**config.mk**
```make
export PLATFORM = sky130hd
export DESIGN_NAME = pixel_gain_offset_control
export DESIGN_NICKNAME = d
export VERILOG_FILES = /design/src/inc/gain_offset_pkg.sv /design/src/logic/db_gain_lut.sv /design/src/logic/pixel_gain_offset_control.sv /design/src/logic/pixel_gain_path.sv
export SDC_FILE = /design/constraint.sdc
export NUM_CORES = 1
export LEC_CHECK = 0
export BUFFER_PORTS_ARGS = -buffer_cell sky130_fd_sc_hd__buf_4
export CORE_MARGIN = 2
export CORE_UTILIZATION = 40
export CTS_BUF_LIST = sky130_fd_sc_hd__clkbuf_4
export CTS_CLUSTER_SIZE = 24
export DETAILED_ROUTE_END_ITERATION = 7
export PLACE_DENSITY = 0.55
export SLEW_MARGIN = 0
export SYNTH_ARGS = -nofsm -noshare
export SYNTH_HDL_FRONTEND = slang
export SYNTH_SLANG_ARGS = --single-unit
```
**constraint.sdc**
```tcl
create_clock -name pclk -period 26.8 [get_ports pclk]
set_input_delay 5.36 -clock pclk [delete_from_list [all_inputs] [get_ports pclk]]
set_output_delay 5.36 -clock pclk [all_outputs]
set_load 0.005 [all_outputs]
```
**src/inc/gain_offset_pkg.sv**
```systemverilog
// Shared register map, field layout, limits and timing counts for the gain/offset block
package gain_offset_pkg;
  // Register byte offsets
  localparam logic [11:0] ADDR_CTRL = 12'h000;
  localparam logic [11:0] ADDR_GAIN = 12'h004;
  localparam logic [11:0] ADDR_RAW = 12'h008;
  localparam logic [11:0] ADDR_OFFSET = 12'h00c;
  localparam logic [11:0] ADDR_STATUS = 12'h010;
  localparam logic [11:0] ADDR_SENSOR = 12'h014;
  // Control register fields and the digital gain field of the sensor register
  localparam int CTRL_STAGE_LSB = 0;
  localparam int CTRL_CHAN_BIT = 2;
  localparam int CTRL_OVERLAP_BIT = 3;
  localparam int CTRL_FPN_BIT = 4;
  localparam int CTRL_FAMILY_BIT = 5;
  localparam int SENSOR_DIG_LSB = 16;
  // Gain stage codes
  localparam logic [1:0] STAGE_SENSOR_ALL = 2'h0;
  localparam logic [1:0] STAGE_SENSOR_ANALOG = 2'h1;
  localparam logic [1:0] STAGE_SENSOR_DIGITAL = 2'h2;
  localparam logic [1:0] STAGE_DIGITAL_ALL = 2'h3;
  // Gains in hundredths, post gain in tenths, raw gain code in 0.1 dB, offsets in DN
  localparam logic [31:0] GAIN_MIN = 32'h0000_0064;
  localparam logic [31:0] A_ALL_MAX = 32'h0000_620c;
  localparam logic [31:0] A_ANALOG_MAX = 32'h0000_0631;
  localparam logic [31:0] B_ANALOG_MAX = 32'h0000_0320;
  localparam logic [31:0] B_DIGITAL_MAX = 32'h0000_0c7f;
  localparam logic [31:0] POST_MIN = 32'h0000_000a;
  localparam logic [31:0] POST_MAX = 32'h0000_0028;
  localparam logic [31:0] RAW_A_MAX = 32'h0000_01e0;
  localparam logic [31:0] OFFSET_A_MAX = 32'h0000_01ff;
  localparam logic [31:0] OFFSET_B_MAX = 32'h0000_00ff;
  // Fixed-point reciprocals (x65536) of 15.85 and of 10
  localparam logic [15:0] RECIP_ANALOG_MAX = 16'h1026;
  localparam logic [15:0] RECIP_TEN = 16'h199a;
  // Reset values
  localparam logic [15:0] GAIN_RESET = 16'h0064;
  localparam logic [5:0] POST_RESET = 6'h0a;
  localparam logic [8:0] OFFSET_RESET = 9'h000;
  localparam logic [8:0] RAW_RESET = 9'h000;
  // Row timing counts in pclk cycles
  localparam int ROW_BLANK_CYC = 8;
  localparam int ROW_READ_CYC = 32;
endpackage

```
**src/logic/db_gain_lut.sv**
```systemverilog
// Converts a gain code in 0.1 dB units into a linear gain in hundredths
`timescale 1ns/1ps
module db_gain_lut
  import gain_offset_pkg::*;
(
  // Code in, gain out
  input wire logic [8:0] code,
  output logic [15:0] gain_x100
);
  always_comb
  begin
    logic [8:0] whole_db;
    logic [3:0] frac;
    logic [3:0] octave;
    logic [2:0] step;
    logic [10:0] coarse;
    logic [10:0] fine;
    logic [31:0] lin;
    coarse = 11'h400;
    fine = 11'h400;
    whole_db = code / 9'd10;
    frac = 4'(code % 9'd10);
    // 6 dB is taken as one doubling; error grows with each octave to about 2 % at 48 dB
    octave = 4'(whole_db / 9'd6);
    step = 3'(whole_db % 9'd6);
    case (step)
      3'h0: coarse = 11'h400;
      3'h1: coarse = 11'h47d;
      3'h2: coarse = 11'h509;
      3'h3: coarse = 11'h5a6;
      3'h4: coarse = 11'h657;
      default: coarse = 11'h71d;
    endcase
    case (frac)
      4'h0: fine = 11'h400;
      4'h1: fine = 11'h40c;
      4'h2: fine = 11'h418;
      4'h3: fine = 11'h424;
      4'h4: fine = 11'h430;
      4'h5: fine = 11'h43d;
      4'h6: fine = 11'h449;
      4'h7: fine = 11'h456;
      4'h8: fine = 11'h463;
      default: fine = 11'h470;
    endcase
    lin = ((32'(coarse) * 32'(fine) * 32'h64) >> 20) << octave;
    gain_x100 = (lin > 32'h0000_ffff) ? 16'hffff : lin[15:0];
  end
endmodule

```
**src/logic/pixel_gain_offset_control.sv**
```systemverilog
// Gain and dark offset control for the sensor pixel path, with APB registers
//
// Decided for this implementation: the register offsets and the APB register port.
`timescale 1ns/1ps
module pixel_gain_offset_control
  import gain_offset_pkg::*;
#(
  parameter int PW = 12,
  parameter int BLANK_CYCLES = ROW_BLANK_CYC,
  parameter int READ_CYCLES = ROW_READ_CYC
)
(
  // Clock and reset
  input wire logic pclk,
  input wire logic presetn,
  // APB slave
  input wire logic psel,
  input wire logic penable,
  input wire logic pwrite,
  input wire logic [11:0] paddr,
  input wire logic [31:0] pwdata,
  output logic pready,
  output logic [31:0] prdata,
  output logic pslverr,
  // Raw pixels from the sensor receiver
  input wire logic raw_pixel_valid,
  input wire logic [PW-1:0] raw_pixel_data,
  input wire logic row_request,
  // Image path out
  output logic image_valid,
  output logic [PW-1:0] image_data,
  // Sensor control
  output logic [15:0] sensor_analog_gain,
  output logic [15:0] sensor_digital_gain,
  output logic [8:0] sensor_dark_offset,
  output logic overlapped_row_readout,
  output logic fixed_pattern_correction_mode,
  output logic row_blank,
  output logic row_read
);
  typedef enum logic [1:0] {RD_IDLE, RD_BLANK, RD_READ, RD_BOTH} readout_t;
  typedef struct packed {
    logic pready;
    logic [31:0] prdata;
    logic pslverr;
    logic [1:0] stage;
    logic chan;
    logic overlap;
    logic fixed_pattern_noise;
    logic family;
    logic [15:0] g_all;
    logic [15:0] g_ana;
    logic [15:0] g_dig;
    logic [5:0] g_post;
    logic [8:0] raw;
    logic raw_load;
    logic raw_mode;
    logic [8:0] off_sensor;
    logic [8:0] off_digital;
    logic [15:0] out_ana;
    logic [15:0] out_dig;
    readout_t rd;
    logic [15:0] cnt;
    logic blank;
    logic read;
  } ctl_t;
  ctl_t ctl_reg;
  ctl_t ctl_next;
  localparam int OVL_CYCLES = (BLANK_CYCLES > READ_CYCLES) ? BLANK_CYCLES : READ_CYCLES;
  logic [15:0] raw_gain_x100;
  function automatic logic [15:0] clamp16(input logic [31:0] v, input logic [31:0] lo,
                                          input logic [31:0] hi);
    logic [31:0] r;
    r = (v < lo) ? lo : ((v > hi) ? hi : v);
    return r[15:0];
  endfunction
  db_gain_lut u_lut (
    .code(ctl_reg.raw),
    .gain_x100(raw_gain_x100)
  );
  pixel_gain_path #(.PW(PW)) u_path (
    .clk(pclk),
    .rst_n(presetn),
    .in_valid(raw_pixel_valid),
    .in_data(raw_pixel_data),
    .gain_x10(ctl_reg.g_post),
    .offset(ctl_reg.off_digital),
    .out_valid(image_valid),
    .out_data(image_data)
  );
  always_comb
  begin
    logic setup;
    logic wr;
    logic [31:0] sel_gain;
    logic [31:0] g;
    logic [31:0] off_max;
    logic [47:0] split;
    sel_gain = 32'h0;
    g = 32'h0;
    split = 48'h0;
    setup = psel && !penable;
    wr = psel && penable && ctl_reg.pready && pwrite;
    ctl_next = ctl_reg;
    ctl_next.raw_load = 1'b0;
    off_max = ctl_reg.family ? OFFSET_B_MAX : OFFSET_A_MAX;
    case (ctl_reg.stage)
      STAGE_SENSOR_ALL: sel_gain = ctl_reg.family ? 32'(ctl_reg.g_ana) : 32'(ctl_reg.g_all);
      STAGE_SENSOR_ANALOG: sel_gain = 32'(ctl_reg.g_ana);
      STAGE_SENSOR_DIGITAL: sel_gain = 32'(ctl_reg.g_dig);
      default: sel_gain = 32'(ctl_reg.g_post);
    endcase
    // Answer in the access cycle right after setup: no wait states
    ctl_next.pready = setup;
    if (setup)
    begin
      ctl_next.pslverr = 1'b0;
      ctl_next.prdata = 32'h0;
      case (paddr)
        ADDR_CTRL:
        begin
          ctl_next.prdata[CTRL_STAGE_LSB +: 2] = ctl_reg.stage;
          ctl_next.prdata[CTRL_CHAN_BIT] = ctl_reg.chan;
          ctl_next.prdata[CTRL_OVERLAP_BIT] = ctl_reg.overlap;
          ctl_next.prdata[CTRL_FPN_BIT] = ctl_reg.fixed_pattern_noise;
          ctl_next.prdata[CTRL_FAMILY_BIT] = ctl_reg.family;
        end
        ADDR_GAIN: ctl_next.prdata = sel_gain;
        // second family reports the stage's raw control
        ADDR_RAW: ctl_next.prdata = ctl_reg.family ? sel_gain : 32'(ctl_reg.raw);
        ADDR_OFFSET:
          ctl_next.prdata = ctl_reg.chan ? 32'(ctl_reg.off_digital) : 32'(ctl_reg.off_sensor);
        ADDR_STATUS:
          ctl_next.prdata = {28'h0, ctl_reg.raw_mode, ctl_reg.read, ctl_reg.blank,
                             ctl_reg.rd != RD_IDLE};
        ADDR_SENSOR: ctl_next.prdata = {ctl_reg.out_dig, ctl_reg.out_ana};
        default: ctl_next.pslverr = 1'b1;
      endcase
    end
    if (wr)
    begin
      case (paddr)
        ADDR_CTRL:
        begin
          ctl_next.stage = pwdata[CTRL_STAGE_LSB +: 2];
          // channel 0 is the sensor dark offset
          ctl_next.chan = pwdata[CTRL_CHAN_BIT];
          ctl_next.overlap = pwdata[CTRL_OVERLAP_BIT];
          ctl_next.fixed_pattern_noise = pwdata[CTRL_FPN_BIT];
          ctl_next.family = pwdata[CTRL_FAMILY_BIT];
        end
        ADDR_GAIN:
        begin
          // write lands on the selected stage
          case (ctl_reg.stage)
            STAGE_SENSOR_ALL:
            begin
              if (ctl_reg.family)
                ctl_next.g_ana = clamp16(pwdata, GAIN_MIN, B_ANALOG_MAX);
              else
              begin
                ctl_next.g_all = clamp16(pwdata, GAIN_MIN, A_ALL_MAX);
                ctl_next.raw_mode = 1'b0;
              end
            end
            STAGE_SENSOR_ANALOG: ctl_next.g_ana = clamp16(pwdata, GAIN_MIN, B_ANALOG_MAX);
            STAGE_SENSOR_DIGITAL: ctl_next.g_dig = clamp16(pwdata, GAIN_MIN, B_DIGITAL_MAX);
            default: ctl_next.g_post = 6'(clamp16(pwdata, POST_MIN, POST_MAX));
          endcase
        end
        ADDR_RAW:
        begin
          // raw code as second way to set gain
          if (ctl_reg.family)
          begin
            // direct write to the selected stage
            case (ctl_reg.stage)
              STAGE_SENSOR_DIGITAL: ctl_next.g_dig = clamp16(pwdata, GAIN_MIN, B_DIGITAL_MAX);
              STAGE_DIGITAL_ALL: ctl_next.g_post = 6'(clamp16(pwdata, POST_MIN, POST_MAX));
              default: ctl_next.g_ana = clamp16(pwdata, GAIN_MIN, B_ANALOG_MAX);
            endcase
          end
          else
          begin
            ctl_next.raw = 9'(clamp16(pwdata, 32'h0, RAW_A_MAX));
            ctl_next.raw_load = 1'b1;
          end
        end
        ADDR_OFFSET:
        begin
          // family one 0..511; family two 0..255
          if (pwdata[CTRL_CHAN_BIT - 2] == 1'b0 && !ctl_reg.chan)
            ctl_next.off_sensor = 9'(clamp16(pwdata, 32'h0, off_max));
          else if (ctl_reg.chan)
            ctl_next.off_digital = 9'(clamp16(pwdata, 32'h0, off_max));
          else
            ctl_next.off_sensor = 9'(clamp16(pwdata, 32'h0, off_max));
        end
        default:
        begin
        end
      endcase
    end
    // Converted raw code takes over the combined sensor gain one cycle later
    if (ctl_reg.raw_load)
    begin
      ctl_next.g_all = clamp16(32'(raw_gain_x100), GAIN_MIN, A_ALL_MAX);
      ctl_next.raw_mode = 1'b1;
    end
    // analog up to 15.85, remainder digital
    if (!ctl_reg.family)
    begin
      g = 32'(clamp16(32'(ctl_reg.g_all), GAIN_MIN, A_ALL_MAX));
      split = (48'(g) * 48'(RECIP_ANALOG_MAX)) >> 16;
      if (g <= A_ANALOG_MAX)
      begin
        ctl_next.out_ana = g[15:0];
        ctl_next.out_dig = GAIN_RESET;
      end
      else
      begin
        ctl_next.out_ana = A_ANALOG_MAX[15:0];
        ctl_next.out_dig = split[15:0];
      end
    end
    else
    begin
      // stale values clamped after a family change
      ctl_next.out_ana = clamp16(32'(ctl_reg.g_ana), GAIN_MIN, B_ANALOG_MAX);
      ctl_next.out_dig = clamp16(32'(ctl_reg.g_dig), GAIN_MIN, B_DIGITAL_MAX);
    end
    // row sequencer; mode is sampled at row start
    case (ctl_reg.rd)
      RD_IDLE:
      begin
        ctl_next.cnt = 16'h0;
        if (row_request)
        begin
          ctl_next.blank = 1'b1;
          ctl_next.read = ctl_reg.overlap;
          ctl_next.rd = ctl_reg.overlap ? RD_BOTH : RD_BLANK;
        end
      end
      RD_BLANK:
      begin
        ctl_next.cnt = ctl_reg.cnt + 16'h1;
        if (ctl_reg.cnt == 16'(BLANK_CYCLES - 1))
        begin
          ctl_next.cnt = 16'h0;
          ctl_next.blank = 1'b0;
          ctl_next.read = 1'b1;
          ctl_next.rd = RD_READ;
        end
      end
      RD_READ:
      begin
        ctl_next.cnt = ctl_reg.cnt + 16'h1;
        if (ctl_reg.cnt == 16'(READ_CYCLES - 1))
        begin
          ctl_next.read = 1'b0;
          ctl_next.rd = RD_IDLE;
        end
      end
      RD_BOTH:
      begin
        ctl_next.cnt = ctl_reg.cnt + 16'h1;
        if (ctl_reg.cnt == 16'(BLANK_CYCLES - 1))
          ctl_next.blank = 1'b0;
        if (ctl_reg.cnt == 16'(READ_CYCLES - 1))
          ctl_next.read = 1'b0;
        if (ctl_reg.cnt == 16'(OVL_CYCLES - 1))
          ctl_next.rd = RD_IDLE;
      end
      default: ctl_next.rd = RD_IDLE;
    endcase
  end
  always_ff @(posedge pclk or negedge presetn)
  begin
    if (!presetn)
    begin
      ctl_reg <= '0;
      ctl_reg.g_all <= GAIN_RESET;
      ctl_reg.g_ana <= GAIN_RESET;
      ctl_reg.g_dig <= GAIN_RESET;
      ctl_reg.g_post <= POST_RESET;
      ctl_reg.raw <= RAW_RESET;
      ctl_reg.off_sensor <= OFFSET_RESET;
      ctl_reg.off_digital <= OFFSET_RESET;
      ctl_reg.out_ana <= GAIN_RESET;
      ctl_reg.out_dig <= GAIN_RESET;
      ctl_reg.rd <= RD_IDLE;
    end
    else
      ctl_reg <= ctl_next;
  end
  assign pready = ctl_reg.pready;
  assign prdata = ctl_reg.prdata;
  assign pslverr = ctl_reg.pslverr;
  assign sensor_analog_gain = ctl_reg.out_ana;
  assign sensor_digital_gain = ctl_reg.out_dig;
  // analog channel drives the sensor's own offset
  assign sensor_dark_offset = ctl_reg.off_sensor;
  assign overlapped_row_readout = ctl_reg.overlap;
  assign fixed_pattern_correction_mode = ctl_reg.fixed_pattern_noise;
  assign row_blank = ctl_reg.blank;
  assign row_read = ctl_reg.read;
endmodule

```
**src/logic/pixel_gain_path.sv**
```systemverilog
// Two-stage pixel pipeline: post-sensor gain, dark offset, saturation
`timescale 1ns/1ps
module pixel_gain_path
  import gain_offset_pkg::*;
#(
  parameter int PW = 12
)
(
  // Clock and reset
  input wire logic clk,
  input wire logic rst_n,
  // Pixel in and settings
  input wire logic in_valid,
  input wire logic [PW-1:0] in_data,
  input wire logic [5:0] gain_x10,
  input wire logic [8:0] offset,
  // Pixel out
  output logic out_valid,
  output logic [PW-1:0] out_data
);
  typedef struct packed {
    logic v1;
    logic [PW+5:0] prod;
    logic [8:0] off;
    logic v2;
    logic [PW-1:0] data;
  } path_t;
  path_t path_reg;
  path_t path_next;
  localparam logic [PW+3:0] PIX_MAX = {4'h0, {PW{1'b1}}};
  always_comb
  begin
    logic [PW+19:0] scaled;
    logic [PW+3:0] sum;
    path_next = path_reg;
    path_next.v1 = in_valid;
    path_next.prod = (PW+6)'(in_data) * (PW+6)'(gain_x10);
    path_next.off = offset;
    scaled = ((PW+20)'(path_reg.prod) * (PW+20)'(RECIP_TEN)) >> 16;
    sum = scaled[PW+3:0] + (PW+4)'(path_reg.off);
    path_next.v2 = path_reg.v1;
    // clip at full scale, a wrapped bright pixel would turn black
    path_next.data = (sum > PIX_MAX) ? PIX_MAX[PW-1:0] : sum[PW-1:0];
  end
  always_ff @(posedge clk or negedge rst_n)
  begin
    if (!rst_n)
      path_reg <= '0;
    else
      path_reg <= path_next;
  end
  assign out_valid = path_reg.v2;
  assign out_data = path_reg.data;
endmodule

```
### Yosys cells after proc, flatten, opt, wreduce, memory -nomap -nowiden

Memory sizes are Yosys's and may differ from the RTL's.
Cells that the tools add are included.

* $add $sub $neg: 2
* multipliers: 5
* div/mod/pow operators: 4
* order comparisons: 20
* eq/ne operators: 29
* shifts and indexed selects: 1
* multiplexer cells: 67
* bitwise logic cells: 3
* reductions and logical operators: 31

Operator list (count)
* $mux W16: 24
* $pmux W26 S4: 1
* $mux W9: 10
* $mux W83: 1
* $pmux W38 S2: 1
* $lt A16 B7 Y1 const B: 4
* $mux W32: 2
* $pmux W18 S3: 1
* $pmux W10 S5: 1
* $pmux W16 S3: 1
* $mux W38: 1
* $pmux W6 S6: 1
* $gt A16 B12 Y1 const B: 2
* $gt A16 B15 Y1 const B: 2
* $gt A32 B10 Y1 const B: 1
* $gt A32 B12 Y1 const B: 1
* $gt A32 B15 Y1 const B: 1
* $gt A32 B16 Y1 const B: 1
* $gt A32 B6 Y1 const B: 1
* $gt A32 B9 Y1: 1
* $gt A32 B9 Y1 const B: 1
* $lt A32 B1 Y1 const B: 1
* $lt A32 B4 Y1 const B: 1
* $lt A32 B7 Y1 const B: 1
* other kinds (53): 100

* bits in registers: 216
* ROM bits: 112
* memories: 1

Memories
* (no name shown): words 16, bits a word 7, rd ports 1, clocked after memory_dff 0, write ports 0, RTL line db_gain_lut.sv:34 `case (frac)`

### Longest topological paths before layout

Gate-level depths: netlist (run 1).

* depth in word-level cells: 13
* gate-level depth with buffers: 86
* depth with buffers taken out: 79

### By module

A second synthesis (run 1) with hierarchy kept.

* cells, all modules: 2993
* area, all modules: 26083.8 µm²

Modules (own cells, without submodules)
* pixel_gain_offset_control: instances 1, cells each 1232, area each 11129.4 µm², seq. area each 4375.4 µm²
* pixel_gain_path: instances 1, cells each 777, area each 7579.8 µm², seq. area each 1026.0 µm²
* db_gain_lut: instances 1, cells each 984, area each 7374.6 µm², seq. area each 0.0 µm²

### Worst setup path after synthesis (run 1)

Ideal clock, no wire load.

* path kind: register to register
* from: register ctl_reg[77] in the netlist's numbering
* to: register ctl_reg[127] in the netlist's numbering
* arrival time: 16.122 ns
* required time: 26.658 ns
* slack: 10.536 ns
* stages on the path, launching flop included: 82
* buffers on the path: 6
* path through: dfrtp_1 -> buf_4 -> nor3b_2 -> a221oi_1 -> a41oi_2 -> nor2_1 -> and2_1 -> mux2i_1 -> ha_1 -> a21o_1 -> o32ai_4 -> a21oi_4 -> xnor2_2 -> ha_1 -> clkbuf_1 -> nor4_1 -> or3_1 -> nand2_1 -> [46 not listed] -> clkbuf_1 -> o21ai_0 -> nand2b_1 -> a31oi_1 -> o21bai_1 -> a21oi_1 -> a21oi_1 -> and2_1 -> o21ai_0 -> a2bb2o_1 -> a32oi_1 -> o22ai_2 -> and2_1 -> a221o_1 -> a32oi_1 -> nand2b_1 -> buf_6 -> o221ai_1

* longest elaborated chain between the ends: 13
* elaborated cells between the ends (all ways): 21
* classes of those cells: mul: 2; div: 4; order compare: 3; eq/ne: 4; shift: 1; mux: 5; reduce/logical: 1; memory: 1

Ends and longest elaborated chain
* start, declared: RTL line pixel_gain_offset_control.sv:67 `ctl_t ctl_reg;`
* start signal, assigned: RTL line pixel_gain_offset_control.sv:294 `ctl_reg <= ctl_next;`
* $div A9 B4 Y9: RTL line db_gain_lut.sv:21 `whole_db = code / 9'd10;`
* $mod A9 B3 Y9: RTL line db_gain_lut.sv:25 `step = 3'(whole_db % 9'd6);`
* $eq A3 B3 Y1, or another cell as far along: RTL line db_gain_lut.sv:26 `case (step)`
* $pmux W10 S5: RTL line db_gain_lut.sv:26
* $mul A11 B11 Y22: RTL line db_gain_lut.sv:46 `lin = ((32'(coarse) * 32'(fine) * 32'h64) >> 20) << octave;`
* $mul A22 B5 Y27: RTL line db_gain_lut.sv:46
* $shl A9 B4 Y32 (*): RTL line db_gain_lut.sv:46
* $gt A32 B16 Y1: RTL line db_gain_lut.sv:47 `gain_x100 = (lin > 32'h0000_ffff) ? 16'hffff : lin[15:0];`
* $mux W16 (*): RTL line db_gain_lut.sv:47
* $gt A16 B15 Y1: RTL line pixel_gain_offset_control.sv:74 `r = (v < lo) ? lo : ((v > hi) ? hi : v);`
* $mux W16: RTL line pixel_gain_offset_control.sv:74
* $mux W16 (*): RTL line pixel_gain_offset_control.sv:74
* $mux W16 (*): RTL line pixel_gain_offset_control.sv:205 `if (ctl_reg.raw_load)`

Every way passes the cells marked *; elsewhere a longest branch is shown, timed or not.
A chain may end at the register's enable or synchronous reset.

### Final worst setup path (run 1)

* from: register ctl_reg[80] in the netlist's numbering
* to: register ctl_reg[127] in the netlist's numbering

The elaborated chain is that of the path after synthesis.

==> flow_summary.ini, run 1 <==
[sta]
slew_violations = 0
fin_setup_tns_ns = 0
slew_headroom = 0.206
period_share = 0.709
skew_ns = 0.0737
max_freq_mhz = 52.6
rsz0062_at_grt = false
post-route-min-period_ns = 19.00
holdWs_ns = 0.360
setup_viol = 0
worst_pin_slew_ns = 1.18
finalHoldViolCount = 0

[logic_synthesis]
yosys-top-cells-area = dfrtp_1 19%, ha_1 18%, fa_1 15%, inv_1 6.0%, nand2_1 4.5%
ys_dominant_reg_cell = dfrtp_1
synth_warnings = 0
synth-seq-cells = 215
synth_edf_count = 0
syn_inst = 2946
yosys.area.top_type_share = 0.191
yosys.cell_types.count = 109
yosysTopAreaCell = dfrtp_1
seq_area_frac_synth = 0.209
netlist_area_um2 = 25900
async_flop_share = 1.00
avgSynthCellArea_um2 = 8.78

[grt]
grt_first_pass_wirelength_um = 114000
grt_max_degree = 81
grt_overflow = 0
grt_antenna_before_repair = 2
grt_usage = 0.211
grt_pass1_vias = 21300

[drt]
route.detailed.drc = 0
drt-wirelength-per-cell_um = 18.0
dr.pass1.iters = 5
num_vias = 20800
via_per_inst = 5.32
antenna_left = 0
wl_um = 70200
drtIter0Drc = 1484

[setup_path]
cp-start-kind = flop
cp_common_cell = inv_1
cpPeakStageDelay_ns = 0.84
cpMaxStageDelayCell = dfrtp_1
crit_fanout = 23
path_class = flop to flop
cp_data_required_time_ns = 27.41
cp.arrival_ns = 19.61
cp-end-kind = flop

[finish]
final_cell_mix = 416 x inv_1, 374 x ha_1, 310 x nand2_1, 232 x nor2_1, 198 x dfrtp_1
final_nets = 3633
ff_latch_area_um2 = 5400
drive_gt1_frac = 0.113
final_common_cell = inv_1
largest_reg_flops = 80
multi_input_area_um2 = 17900
area_growth_pct = 8.11
fillers = 6502

[clocking]
htreeDepth = 2
hold_buffers = 0
cts_tree = built
postCtsSetupBuffers = 0
ctsResizeCount = 0
clk_pin_slew_ns = 0.07
numCtsBuffers = 55
clk_latency_ns = 0.76
root_buffer = clkbuf_4
cts_num_sinks = 215
clockBufferDepth = 3

[floorplan]
start_util = 0.403
die_area_um2 = 66700
die_w_um = 258
rows = 93
pin_count = 155
core_um2 = 64200
dieHeight_um = 258

[placed_design]
io_buffer_count = 154
hpwlAfterDp_um = 56900
gp_congestion = 0.912

[power]
power_density_nw_per_um2 = 32.1
power.leakage_nw = 14.8
vdd_ir_drop_max_v = 0.0000237

[worst_hold_path]
hold_path.class = flop to flop

[run_status]
status = finished, final reports clean

[job]
drv_cap = 0
-- through the flow --
step | area [um^2] | power [mW] | util | setup WS, ns | std cells
floorplan | 25900 | 0.522 | - | 10.54 | 2952
detailed placement | 27200 | 0.602 | 0.424 | 8.03 | 3799
global route | 28000 | 0.959 | 0.436 | 6.13 | 3904
global placement | 27200 | 0.601 | 0.424 | 8.64 | 3799
finish | 28000 | 0.899 | 0.436 | 7.80 | 3904
CTS | 28000 | 0.909 | 0.436 | 7.90 | 3903
-- logic make-up after synthesis --
logic type                 synth area share
DFF                                   0.209
other                              0.000290
adders and majority gates             0.332
xor gates and xnor gates             0.0321
AOI/OAI and AO/OA                     0.153
and+or+nand+nor                       0.155
buffers and inverters                 0.101
muxes                                0.0174
-- path summary, 6_finish.rpt --
kind / start / end / slack, ns / cells after the start
max in group asynchronous: presetn / sensor_dark_offset[3]$_DFFE_PN0P_ / 20.76 / 2
min in group asynchronous: presetn / ctl_reg[120]$_DFFE_PN0P_ / 4.58 / 1
worst max register to register: ctl_reg[80]$_DFFE_PN0P_ / ctl_reg[127]$_DFFE_PN0P_ / 7.80 / 76
worst min-delay path: u_path.path_next[12]$_DFF_PN0_ / u_path.out_valid$_DFF_PN0_ / 0.36 / 0
worst min register to register: u_path.path_next[12]$_DFF_PN0_ / u_path.out_valid$_DFF_PN0_ / 0.36 / 0
worst max-delay path: ctl_reg[80]$_DFFE_PN0P_ / ctl_reg[127]$_DFFE_PN0P_ / 7.80 / 76
-- area by class of cell --
| cell class | instances | share of cell area |
|---|---|---|
| diodes | 1 | 0.0000894 |
| clock buffers | 86 | 0.0231 |
| clock inverters | 18 | 0.00429 |
| inverters | 418 | 0.0561 |
| multi-input cells | 2142 | 0.640 |
| flip-flops and latches | 215 | 0.193 |
| well taps | 855 | 0.0382 |
| repair buffers | 169 | 0.0456 |
-- power by group --
part / internal [mW] / switching [mW]
Sequential: 0.331 / 0.00826
Clock: 0.158 / 0.143
Combinational: 0.0993 / 0.159
-- routing by layer --
layer / vias up / wire length [um] / global-route usage
met3: 78 / 3500 / 0.0229
met1: 10100 / 32100 / 0.293
met2: 570 / 33400 / 0.356
met5: - / 12 / 0
li1: 9982 / - / -
met4: 2 / 1090 / 0.0421
-- Yosys cell counts, drive strengths merged (18+ instances only) --
cell type and count:
dfrtp 198, nand2 311, or3 18, mux2i 31
nor2b 32, clkbuf 67, and3 18, fa 195
nor3 47, buf 110, o21bai 31, and2 53
a21o 40, a31oi 19, a21oi 122, xor2 27
ha 374, nor2 232, o21ai 137, xnor2 67
nand2b 22, inv 416, nand3 52, a22oi 28
-- critical path: cells and delay by family (launching register included) --
| family | cells | cell delay (ns) |
|---|---|---|
| AOI/OAI and AO/OA | 34 | 7.73 |
| adders and majority gates | 13 | 4.74 |
| and+or+nand+nor | 14 | 3.46 |
| buffers and inverters | 11 | 1.17 |
| DFF | 1 | 0.84 |
| xor gates and xnor gates | 2 | 0.45 |
| muxes | 2 | 0.43 |
Power figures use the tool's default switching activity.
==> run 2: changes to the inputs <==
Settings changed: PLACE_DENSITY 0.55 to 0.57.
Clock period 26.8 ns to 16.9 ns, I/O delays scaled along.
==> flow_summary.ini, run 2 (same netlist as run 1, synthesis figures left out) <==
[setup_path]
cp.arrival_ns = 16.45
cpPeakStageDelay_ns = 0.64
cp-end-kind = flop
cpMaxStageDelayCell = a2111oi_0
path_delay_family = compound AO/OA/AOI/OAI gates
cp-start-kind = flop
ff2ff_setup_slack_ns = 1.09
critPathBufInv = 9
cp_common_cell = ha_1
path_class = flop to flop
crit_fanout = 12
cp_data_required_time_ns = 17.53

[worst_hold_path]
hold_path.class = flop to flop

[clocking]
htreeDepth = 2
root_buffer = clkbuf_4
numCtsBuffers = 58
cts_tree = built
clk_pin_slew_ns = 0.07
clk_latency_ns = 0.77
cts_num_sinks = 215
clockBufferDepth = 3

[finish]
final_nets = 3676
multi_input_area_um2 = 18200
drive_gt1_frac = 0.137
final_cell_mix = 415 x inv_1, 373 x ha_1, 309 x nand2_1, 231 x nor2_1, 207 x buf_4
fin_cells = 3950
fillers = 6345
ff_latch_area_um2 = 5410
final_common_cell = inv_1
largest_reg_flops = 80
area_growth_pct = 10.4

[run_status]
status = finished, final reports clean

[floorplan]
dieHeight_um = 258
die_w_um = 258
die_area_um2 = 66700
start_util = 0.403
rows = 93
core_um2 = 64200
pin_count = 155

[sta]
rsz0062_at_grt = true
post-route-min-period_ns = 15.81
finalHoldViolCount = 0
slew_headroom = 0.206
holdWs_ns = 0.365
finalWorstSetupSlack_ns = 1.09
period_share = 0.936
skew_ns = 0.0890
worst_pin_slew_ns = 1.19
setup_viol = 0
slew_violations = 0
max_freq_mhz = 63.2

[drt]
drtIter0Drc = 1366
drt-wirelength-per-cell_um = 17.5
antenna_left = 0
wl_um = 69200
via_per_inst = 5.32
dr.pass1.iters = 6
route.detailed.drc = 0
num_vias = 21000

[power]
power.leakage_nw = 15.0
vdd_ir_drop_max_v = 0.0000364
power_density_nw_per_um2 = 49.9

[job]
drv_cap = 0

[grt]
grt_overflow = 0
grt_pass1_vias = 21400
grt_max_degree = 135
grt_usage = 0.206
grt_first_pass_wirelength_um = 112000
grt_antenna_before_repair = 2

[placed_design]
io_buffer_count = 154
place_worst_setup_slack_ns = 0.0378
placedCellCount = 3822
gp_congestion = 0.899
hpwlAfterDp_um = 55600
## run 2: changes by cell type in the layout (fill, tap and decap cells not counted), sizes merged
cell,before,now
inv,418,417
clkinv,17,26
bufinv,1,0
clkbuf,86,85
clkinvlp,0,1
buf,169,208
## run 2: worst register-to-register path, delay by kind of cell (launching register included)
family          cells  cell delay (ns)
fa+ha+maj          13             4.58
flops               1             0.56
xor+xnor            2             0.50
compound gates     31             5.89
buf+inv             9             0.87
mux                 2             0.34
simple gates       19             2.95
## run 2: report_power, final
group	switching [mW]	leakage, nW	internal, mW
Combinational	0.254	11.8	0.165
Clock	0.235	0.455	0.233
Sequential	0.0128	2.77	0.526
## run 2: what timing repair did
action	CTS	global route
endpoints found under the setup margin	1	15
endpoints found under the hold margin	0	0
gates resized for setup	1	60
hold buffers	0	0
setup buffers	0	17
pin swaps	0	11
## run 2: stage by stage
stage               setup TNS (ns)   util  instance area [um^2]  total power [mW]
floorplan                        0      -                 25900             0.828
global placement                 0  0.426                 27400             0.949
detailed placement               0  0.426                 27400             0.954
CTS                              0  0.438                 28100              1.43
global route                -0.528  0.445                 28600              1.52
finish                           0  0.445                 28600              1.43
## run 2: layout make-up
| cell class | instances | area share |
|---|---|---|
| antenna | 1 | 0.0000876 |
| clock inverter | 26 | 0.00451 |
| timing repair buffer | 209 | 0.0552 |
| inverter | 418 | 0.0551 |
| multi-input combinational | 2142 | 0.636 |
| clock buffer | 84 | 0.0221 |
| tap | 855 | 0.0375 |
| sequential | 215 | 0.190 |
## run 2: path summary, 6_finish.rpt
| path | start | endpoint | cells past startpoint |
|---|---|---|---|
| min in group asynchronous | presetn | prdata[28]$_DFFE_PN0P_ | 1 |
| worst max register to register | ctl_reg[75]$_DFFE_PN0P_ | ctl_reg[127]$_DFFE_PN0P_ | 76 |
| worst max-delay path | ctl_reg[75]$_DFFE_PN0P_ | ctl_reg[127]$_DFFE_PN0P_ | 76 |
| max in group asynchronous | presetn | ctl_reg[77]$_DFFE_PN0P_ | 2 |
| worst min-delay path | u_path.path_next[12]$_DFF_PN0_ | u_path.out_valid$_DFF_PN0_ | 0 |
| worst min register to register | u_path.path_next[12]$_DFF_PN0_ | u_path.out_valid$_DFF_PN0_ | 0 |
## run 2: layer usage
metal,GRT usage,part of all wire,vias up
met5,0,0.00019,-
met4,0.0443,0.015,2
met3,0.0243,0.050,79
met2,0.341,0.47,535
met1,0.288,0.46,10300
li1,-,-,10100
